<file path="src/hbd_pkg.sv">
// Shared constants, types and gate decoding for the H-bridge drive control.
package hbd_pkg;

  ////////////////////////////////////////////////////////////////////////////
  // Timing
  localparam int unsigned CLK_PERIOD_NS = 40;
  localparam int unsigned DEADBAND_NS = 50;
  localparam int unsigned DEAD_CYC = (DEADBAND_NS + CLK_PERIOD_NS - 1) / CLK_PERIOD_NS;
  localparam int unsigned RETRY_NS = 8000;
  localparam int unsigned RETRY_CYC = RETRY_NS / CLK_PERIOD_NS;
  localparam int unsigned PWM_RATE_HZ = 15625;
  localparam int unsigned PWM_PERIOD_NS = 1000000000 / PWM_RATE_HZ;
  localparam int unsigned PWM_PERIOD_CYC = PWM_PERIOD_NS / CLK_PERIOD_NS;
  localparam int unsigned MAX_PWM_HZ = 16000;
  localparam int unsigned MIN_PWM_PERIOD_CYC = (1000000000 / MAX_PWM_HZ + CLK_PERIOD_NS - 1) / CLK_PERIOD_NS;
  localparam int unsigned MAG_BITS = 7;

  ////////////////////////////////////////////////////////////////////////////
  // Encodings
  localparam logic SIGN_FWD = 1'b1;
  localparam logic LEVEL_ON = 1'b1;
  localparam int unsigned LEG_A = 0;
  localparam int unsigned LEG_B = 1;
  localparam int unsigned NUM_LEGS = 2;

  // Synchroniser slots in the drive end
  localparam int unsigned SY_DIR = 0;
  localparam int unsigned SY_PWM = 1;
  localparam int unsigned SY_WARN = 2;
  localparam int unsigned SY_SHUT = 3;
  localparam int unsigned SY_OC = 4;
  localparam int unsigned SY_SUPPLY = 5;
  localparam int unsigned SY_COUNT = 6;

  typedef struct packed {
    logic hi;
    logic lo;
  } hbd_leg_t;

  typedef hbd_leg_t [NUM_LEGS-1:0] hbd_gate_t;

  typedef enum logic [1:0] {
    st_lockout,
    st_run,
    st_thermal,
    st_retry
  } hbd_state_t;

  // Wanted switch pattern for a direction and PWM level
  function automatic hbd_gate_t gate_decode(input logic dir, input logic pwm);
    hbd_gate_t g;
    g = '0;
    if (pwm == LEVEL_ON) begin
      g[LEG_A].hi = dir;
      g[LEG_A].lo = ~dir;
      g[LEG_B].hi = ~dir;
      g[LEG_B].lo = dir;
    end else begin
      g[LEG_A].hi = 1'b1;
      g[LEG_B].hi = 1'b1;
    end
    return g;
  endfunction : gate_decode

endpackage : hbd_pkg

</file>
<file path="src/hbd_link_if.sv">
// Link between the motion controller end and the bridge drive end.
interface hbd_link_if;
  logic dir;
  logic pwm;
  logic thermal_flag;

  modport ctrl (
    output dir,
    output pwm,
    input thermal_flag
  );

  modport drv (
    input dir,
    input pwm,
    output thermal_flag
  );
endinterface : hbd_link_if

</file>
<file path="src/hbd_drive.sv">
// Bridge drive end: input decode, dead band and protection sequencing.
// What this block does
// - Direction holds one high switch on continuously
// - Inactive PWM phase turns both high switches on
// - Controller makes 7-bit PWM at 15.625 kHz
// - Controller supplies one sign bit for direction
// - Half duty gives zero net drive
// - Dead band of 120 ns (three 40 ns cycles) per leg
// - Thermal flag raised above warning temperature
// - Overtemperature disables every switch
// - Overcurrent turns switches off 8 us, retries
// - No drive until supply reaches lockout threshold
// - Anti-phase: PWM held high, direction modulated
// - Anti-phase swaps diagonal pairs at period start and at the duty threshold
// - Accept sign/magnitude PWM up to 16 kHz
// - Thermal flag routed to controller interrupt
// - Current-limit flop set by clock, cleared by overcurrent
module hbd_drive #(
  parameter int unsigned DEAD_CYCLES = hbd_pkg::DEAD_CYC,
  parameter int unsigned RETRY_CYCLES = hbd_pkg::RETRY_CYC
) (
  input wire logic mclk,
  input wire logic srst,
  hbd_link_if.drv link,
  input wire logic temp_warn_cmp,
  input wire logic temp_shut_cmp,
  input wire logic over_current_cmp,
  input wire logic supply_ok_cmp,
  output logic side_a_high_switch,
  output logic side_a_low_switch,
  output logic side_b_high_switch,
  output logic side_b_low_switch,
  output logic thermal_shutdown,
  output logic current_retry,
  output logic undervoltage_lockout
);

  localparam int unsigned DW = $clog2(DEAD_CYCLES + 1);
  localparam int unsigned RW = $clog2(RETRY_CYCLES + 1);
  localparam logic [DW-1:0] DEAD_LAST = DW'(DEAD_CYCLES);
  localparam logic [RW-1:0] RETRY_LAST = RW'(RETRY_CYCLES - 1);

  if (DEAD_CYCLES < 1) begin : g_bad_dead
    $error("DEAD_CYCLES must be at least one");
  end
  if (RETRY_CYCLES < 1) begin : g_bad_retry
    $error("RETRY_CYCLES must be at least one");
  end

  ////////////////////////////////////////////////////////////////////////////
  // Input synchronisers

  logic [hbd_pkg::SY_COUNT-1:0] raw_in;
  logic [hbd_pkg::SY_COUNT-1:0] sync1_reg;
  logic [hbd_pkg::SY_COUNT-1:0] sync2_reg;

  always_comb begin
    raw_in = '0;
    raw_in[hbd_pkg::SY_DIR] = link.dir;
    raw_in[hbd_pkg::SY_PWM] = link.pwm;
    raw_in[hbd_pkg::SY_WARN] = temp_warn_cmp;
    raw_in[hbd_pkg::SY_SHUT] = temp_shut_cmp;
    raw_in[hbd_pkg::SY_OC] = over_current_cmp;
    raw_in[hbd_pkg::SY_SUPPLY] = supply_ok_cmp;
  end

  for (genvar i = 0; i < hbd_pkg::SY_COUNT; i++) begin : g_sync
    always_ff @(posedge mclk) begin
      if (srst) begin
        sync1_reg[i] <= 1'b0;
        sync2_reg[i] <= 1'b0;
      end else begin
        sync1_reg[i] <= raw_in[i];
        sync2_reg[i] <= sync1_reg[i];
      end
    end
  end

  logic dir_s;
  logic pwm_s;
  logic warn_s;
  logic shut_s;
  logic oc_s;
  logic supply_s;

  assign dir_s = sync2_reg[hbd_pkg::SY_DIR];
  assign pwm_s = sync2_reg[hbd_pkg::SY_PWM];
  assign warn_s = sync2_reg[hbd_pkg::SY_WARN];
  assign shut_s = sync2_reg[hbd_pkg::SY_SHUT];
  assign oc_s = sync2_reg[hbd_pkg::SY_OC];
  assign supply_s = sync2_reg[hbd_pkg::SY_SUPPLY];

  ////////////////////////////////////////////////////////////////////////////
  // Protection sequencing

  hbd_pkg::hbd_state_t state_reg;
  hbd_pkg::hbd_state_t state_next;
  logic [RW-1:0] retry_cnt_reg;

  always_comb begin
    state_next = state_reg;
    if (!supply_s) begin
      state_next = hbd_pkg::st_lockout;
    end else begin
      unique case (state_reg)
        hbd_pkg::st_lockout: begin
          state_next = hbd_pkg::st_run;
        end
        hbd_pkg::st_run: begin
          if (shut_s) begin
            state_next = hbd_pkg::st_thermal;
          end else if (oc_s) begin
            state_next = hbd_pkg::st_retry;
          end
        end
        hbd_pkg::st_thermal: begin
          if (!shut_s) begin
            state_next = hbd_pkg::st_run;
          end
        end
        hbd_pkg::st_retry: begin
          if (shut_s) begin
            state_next = hbd_pkg::st_thermal;
          end else if (retry_cnt_reg == RETRY_LAST) begin
            state_next = hbd_pkg::st_run;
          end
        end
      endcase
    end
  end

  always_ff @(posedge mclk) begin
    if (srst) begin
      state_reg <= hbd_pkg::st_lockout;
    end else begin
      state_reg <= state_next;
    end
  end

  // Off time of the overcurrent retry
  always_ff @(posedge mclk) begin
    if (srst) begin
      retry_cnt_reg <= '0;
    end else if (state_reg == hbd_pkg::st_retry) begin
      retry_cnt_reg <= retry_cnt_reg + RW'(1);
    end else begin
      retry_cnt_reg <= '0;
    end
  end

  logic drive_en;
  assign drive_en = (state_reg == hbd_pkg::st_run);

  ////////////////////////////////////////////////////////////////////////////
  // Switch decode and dead band

  // Pattern covers sign/magnitude and locked anti-phase alike;
  // pwm held high makes dir swap the diagonal pairs.
  hbd_pkg::hbd_gate_t want;
  assign want = hbd_pkg::gate_decode(dir_s, pwm_s);

  logic [hbd_pkg::NUM_LEGS-1:0] hi_reg;
  logic [hbd_pkg::NUM_LEGS-1:0] lo_reg;

  for (genvar l = 0; l < hbd_pkg::NUM_LEGS; l++) begin : g_leg
    logic [DW-1:0] dead_cnt_reg;
    logic settled;

    // Counts cycles with both switches of the leg off
    assign settled = (dead_cnt_reg == DEAD_LAST);

    always_ff @(posedge mclk) begin
      if (srst) begin
        dead_cnt_reg <= '0;
      end else if (hi_reg[l] || lo_reg[l]) begin
        dead_cnt_reg <= '0;
      end else if (!settled) begin
        dead_cnt_reg <= dead_cnt_reg + DW'(1);
      end
    end

    // Off at once; on only after the dead band with the partner off
    always_ff @(posedge mclk) begin
      if (srst) begin
        hi_reg[l] <= 1'b0;
      end else if (!drive_en || !want[l].hi) begin
        hi_reg[l] <= 1'b0;
      end else if (!hi_reg[l] && !lo_reg[l] && settled) begin
        hi_reg[l] <= 1'b1;
      end
    end

    always_ff @(posedge mclk) begin
      if (srst) begin
        lo_reg[l] <= 1'b0;
      end else if (!drive_en || !want[l].lo) begin
        lo_reg[l] <= 1'b0;
      end else if (!hi_reg[l] && !lo_reg[l] && settled) begin
        lo_reg[l] <= 1'b1;
      end
    end
  end

  assign side_a_high_switch = hi_reg[hbd_pkg::LEG_A];
  assign side_a_low_switch = lo_reg[hbd_pkg::LEG_A];
  assign side_b_high_switch = hi_reg[hbd_pkg::LEG_B];
  assign side_b_low_switch = lo_reg[hbd_pkg::LEG_B];

  ////////////////////////////////////////////////////////////////////////////
  // Status

  logic flag_reg;
  logic tsd_reg;
  logic retry_reg;
  logic uvlo_reg;

  always_ff @(posedge mclk) begin
    if (srst) begin
      flag_reg <= 1'b0;
    end else begin
      flag_reg <= warn_s || shut_s;
    end
  end

  always_ff @(posedge mclk) begin
    if (srst) begin
      tsd_reg <= 1'b0;
      retry_reg <= 1'b0;
      uvlo_reg <= 1'b1;
    end else begin
      tsd_reg <= (state_next == hbd_pkg::st_thermal);
      retry_reg <= (state_next == hbd_pkg::st_retry);
      uvlo_reg <= (state_next == hbd_pkg::st_lockout);
    end
  end

  assign link.thermal_flag = flag_reg;
  assign thermal_shutdown = tsd_reg;
  assign current_retry = retry_reg;
  assign undervoltage_lockout = uvlo_reg;

endmodule : hbd_drive

</file>
<file path="src/flat_wrapper.sv">
// flat-port wrapper written by rule: the top's interface ports become plain ports
module hbd_drive_flat 
#(
  parameter int unsigned DEAD_CYCLES = hbd_pkg::DEAD_CYC,
  parameter int unsigned RETRY_CYCLES = hbd_pkg::RETRY_CYC
)
  (mclk, srst, temp_warn_cmp, temp_shut_cmp, over_current_cmp, supply_ok_cmp, side_a_high_switch, side_a_low_switch, side_b_high_switch, side_b_low_switch, thermal_shutdown, current_retry, undervoltage_lockout, link_dir, link_pwm, link_thermal_flag);
  hbd_link_if link_i ();
  input wire logic mclk;
  input wire logic srst;
  input wire logic temp_warn_cmp;
  input wire logic temp_shut_cmp;
  input wire logic over_current_cmp;
  input wire logic supply_ok_cmp;
  output logic side_a_high_switch;
  output logic side_a_low_switch;
  output logic side_b_high_switch;
  output logic side_b_low_switch;
  output logic thermal_shutdown;
  output logic current_retry;
  output logic undervoltage_lockout;
  input wire logic [$bits(link_i.dir)-1:0] link_dir;
  input wire logic [$bits(link_i.pwm)-1:0] link_pwm;
  output wire logic [$bits(link_i.thermal_flag)-1:0] link_thermal_flag;
  assign link_i.dir = link_dir;
  assign link_i.pwm = link_pwm;
  assign link_thermal_flag = link_i.thermal_flag;
  hbd_drive #(.DEAD_CYCLES(DEAD_CYCLES), .RETRY_CYCLES(RETRY_CYCLES)) u_core (.mclk(mclk), .srst(srst), .link(link_i), .temp_warn_cmp(temp_warn_cmp), .temp_shut_cmp(temp_shut_cmp), .over_current_cmp(over_current_cmp), .supply_ok_cmp(supply_ok_cmp), .side_a_high_switch(side_a_high_switch), .side_a_low_switch(side_a_low_switch), .side_b_high_switch(side_b_high_switch), .side_b_low_switch(side_b_low_switch), .thermal_shutdown(thermal_shutdown), .current_retry(current_retry), .undervoltage_lockout(undervoltage_lockout));
endmodule
</file>
<file path="config.mk">
export PLATFORM = sky130hd
export DESIGN_NAME = hbd_drive_flat
export DESIGN_NICKNAME = d
export VERILOG_FILES = /design/src/hbd_pkg.sv /design/src/hbd_link_if.sv /design/src/hbd_drive.sv /design/src/flat_wrapper.sv
export SDC_FILE = /design/constraint.sdc
export NUM_CORES = 1
export LEC_CHECK = 0
export BUFFER_PORTS_ARGS = -buffer_cell sky130_fd_sc_hd__buf_4
export CAP_MARGIN = 0
export CORE_ASPECT_RATIO = 0.8
export CORE_UTILIZATION = 54
export DETAILED_ROUTE_END_ITERATION = 10
export PLACE_DENSITY = 0.75
export SYNTH_ARGS = -nofsm -noshare
export SYNTH_HDL_FRONTEND = slang
export SYNTH_SLANG_ARGS = --single-unit
</file>
<file path="constraint.sdc">
create_clock -name mclk -period 1.8 [get_ports mclk]
set_clock_uncertainty 0.15 [all_clocks]
set_input_delay 0.36 -clock mclk [delete_from_list [all_inputs] [get_ports mclk]]
set_output_delay 0.36 -clock mclk [all_outputs]
set_load 0.02 [all_outputs]
</file>
==> flow_metrics.py <==
metrics = {
    "timing": {
        "slew_headroom_pct": 78.6,
        "setup_violations": 0,
        "max_clock_freq_mhz": 708,
        "finalHoldViolCount": 0,
        "worst_pin_slew_ps": 320,
        "final.period_utilization_pct": 78.5,
        "rsz0062_at_grt": "false",
        "drv_slew": 0,
        "fin_tns_setup_ps": 0,
        "period_minus_slack_ps": 1410,
        "worst_slack_ps": 388,
    },
    "drt": {
        "wl_per_cell_um": 11.2,
        "wl_met1_um": 942,
        "via_per_inst": 5.15,
        "dr.pass1.iters": 4,
        "wl_met3_um": 102,
        "vias": 844,
        "top_layer": "met4",
        "ant_nets": 0,
        "dr_wl_met2_um": 721,
        "drc": 0,
        "routed_wl_um": 1840,
        "first_iter_violations": 18,
    },
    "finish": {
        "largest_reg_flops": 8,
        "seqCellArea_um2": 681,
        "final_layout_size_suffix_gt1_share_pct": 18.6,
        "final_nets": 150,
        "nFillCells": 159,
        "multiInputGateArea_um2": 484,
        "area_growth_pct": 15.8,
        "final_area_mm2": 0.00139,
        "fin_util_pct": 70.0,
        "insertedDiodeCount": 0,
    },
    "critical_path": {
        "path_cells": "buf_4",
        "crit_path_max_fanout": 5,
        "endpoint_kind": "output port",
        "crit_path_start_kind": "flop",
        "critical_path_class": "flop to output port",
        "critical_path.max_stage_delay_ps": 410,
        "path_buf_inv": 1,
        "critPathRequiredTime_ps": 1290,
        "cp.arrival_ps": 900,
        "path_delay_family": "flip-flops",
        "slowest_stage": "dfxtp_1",
    },
    "clocking": {
        "root_buffer": "clkbuf_4",
        "htree_levels": 2,
        "cts_setup_buffers": 0,
        "cts_max_path_buffers": 2,
        "clkSinkCount": 34,
        "numCtsBuffers": 5,
        "clk_pin_slew_worst_paths_ps": 90,
        "worst_skew_pair.late_latency_ps": 330,
        "ctsHoldBuffers": 0,
        "ctsResizeCount": 0,
        "cts_tree": "built",
    },
    "global_routing": {
        "grt_pass1_vias": 781,
        "antenna_found_initial": 0,
        "grt_pass1_wl_um": 3300,
        "grt_max_degree": 22,
        "track_usage_pct": 20.3,
        "grt-ovfl-total": 0,
    },
    "placement": {
        "dp_hpwl_um": 1290,
        "placed_area_mm2": 0.00133,
        "dp_slack_ps": 419,
        "portBuffers": 15,
        "place_congestion": 0.788,
    },
    "yosys": {
        "synth_nets": 131,
        "synthMuxAreaShare_pct": 0,
        "yosys.area_share.simple_pct": 25.9,
        "yosysWarningCount": 0,
        "seq_area_frac_synth_pct": 56.8,
        "synth_top_family_by_area": "simple AND/OR/NAND/NOR gates",
        "syn_inst": 120,
        "ys_types": 26,
        "synth-compound-area-share_pct": 7.73,
        "synthAdderAreaFrac_pct": 3.13,
        "ys_ff_latch": 34,
        "syn_avg_cell_area_um2": 9.98,
        "synthXorXnorAreaFrac_pct": 3.66,
        "synth_area_mm2": 0.00120,
    },
    "floorplanning": {
        "rows": 14,
        "dieHeight_um": 44.1,
        "design.core.area_mm2": 0.00198,
        "dieArea_mm2": 0.00241,
        "fp.dieW_um": 54.6,
        "start_util_pct": 60.5,
        "pin_count": 16,
    },
    "power_and_ir_drop": {
        "finalPower_mw": 1.47,
        "vdd_ir_drop_max_v": 0.000859,
        "p_per_area_mw_per_mm2": 1060,
        "power.leakage_nw": 0.546,
    },
    "min_path": {
        "hold_path_class": "input pin to flop",
    },
    "run_status": {
        "status": "complete, no violations",
    },
    "run": {
        "max_cap_violations": 0,
    },
}
-- synth_stat cells, drive strengths merged --
| master | count | area (µm²) |
|---|---|---|
| nor4 | 5 | 31.3 |
| o21ai | 7 | 35.0 |
| nor2 | 12 | 45.0 |
| nand2 | 3 | 11.3 |
| o221ai | 1 | 8.76 |
| nor2b | 17 | 106 |
| inv | 5 | 18.8 |
| xor2 | 4 | 35.0 |
| dfxtp | 34 | 681 |
| ha | 3 | 37.5 |
| buf | 1 | 5.00 |
| nand4 | 3 | 18.8 |
| o22ai | 1 | 6.26 |
| or3 | 3 | 18.8 |
| clkbuf | 2 | 8.75 |
| xnor2 | 1 | 8.76 |
| nand3 | 4 | 25.0 |
| o21a | 1 | 7.51 |
| and3b | 1 | 8.76 |
| or3b | 1 | 11.3 |
| nor3 | 2 | 20.0 |
| and2 | 1 | 6.26 |
| nand3b | 1 | 7.51 |
| a21oi | 7 | 35.0 |
-- worst reg2reg max path: cells and delay by family (launching register included) --
family          cells  cell delay, ps
simple gates        2             420
compound gates      1             140
flops               1             380
fa+ha+maj           1             250
-- final timing paths --
path	to	slack (ps)	from	cells after the start
worst max register to register	u_core.retry_cnt_reg[6]$_SDFF_PP0_	390	u_core.retry_cnt_reg[0]$_SDFF_PP0_	4
worst min-delay path	u_core.sync1_reg[2]$_SDFF_PP0_	90	temp_warn_cmp	2
worst min register to register	u_core.pwm_s$_SDFF_PP0_	290	u_core.sync1_reg[1]$_SDFF_PP0_	1
worst max-delay path	side_a_high_switch	390	u_core.side_a_high_switch$_SDFFE_PP0P_	1
-- stage by stage --
| step | std cells | hold slack, ps |
|---|---|---|
| final | 164 | 88.2 |
| after global routing | 164 | 72.0 |
| after CTS | 164 | 74.4 |
| after detailed placement | 156 | 272 |
| after global placement | 156 | 268 |
| after floorplan | 120 | 261 |
-- metal layers --
layer,vias up,GRT usage [%]
met1,367,26.9
met3,7,7.22
met4,0,13.8
met5,-,0
met2,22,27.2
li1,448,-
-- power by group --
group	internal (mW)	total (mW)	switching, mW
Clock	0.189	0.424	0.235
Sequential	0.807	0.834	0.0265
Combinational	0.100	0.208	0.108
-- layout by cell type (no fill, tap or decap) --
master    instances
buf_4            15
o22ai_1           1
nand2_1           3
or3_1             3
nand3_1           3
nand3b_1          1
o21ai_0           7
nor3_2            2
a21oi_1           7
xnor2_1           1
o21a_1            1
o221ai_1          1
ha_1              3
and3b_1           1
xor2_1            4
nand3_2           1
inv_1             5
or3b_4            1
nor2_1           12
dfxtp_1          34
nor2b_1          17
nor4_1            5
clkbuf_4          5
clkinv_2          1
clkbuf_8          1
clkbuf_1          1
nand4_1           3
and2_1            1
-- area by class of cell --
class / count / area share (%)
Clock buffer: 7 / 3.97
Clock inverter: 1 / 0.361
Inverter: 5 / 1.35
Multi-Input combinational cell: 78 / 34.9
Sequential cell: 34 / 49.1
Tap cell: 24 / 2.17
Timing Repair Buffer: 15 / 8.12
-- cells by family after synthesis --
family,Yosys count
xor+xnor,5
fa+ha+maj,3
compound gates,17
buf+inv,8
flops,34
simple gates,53
(Power assumes the default switching activity.)
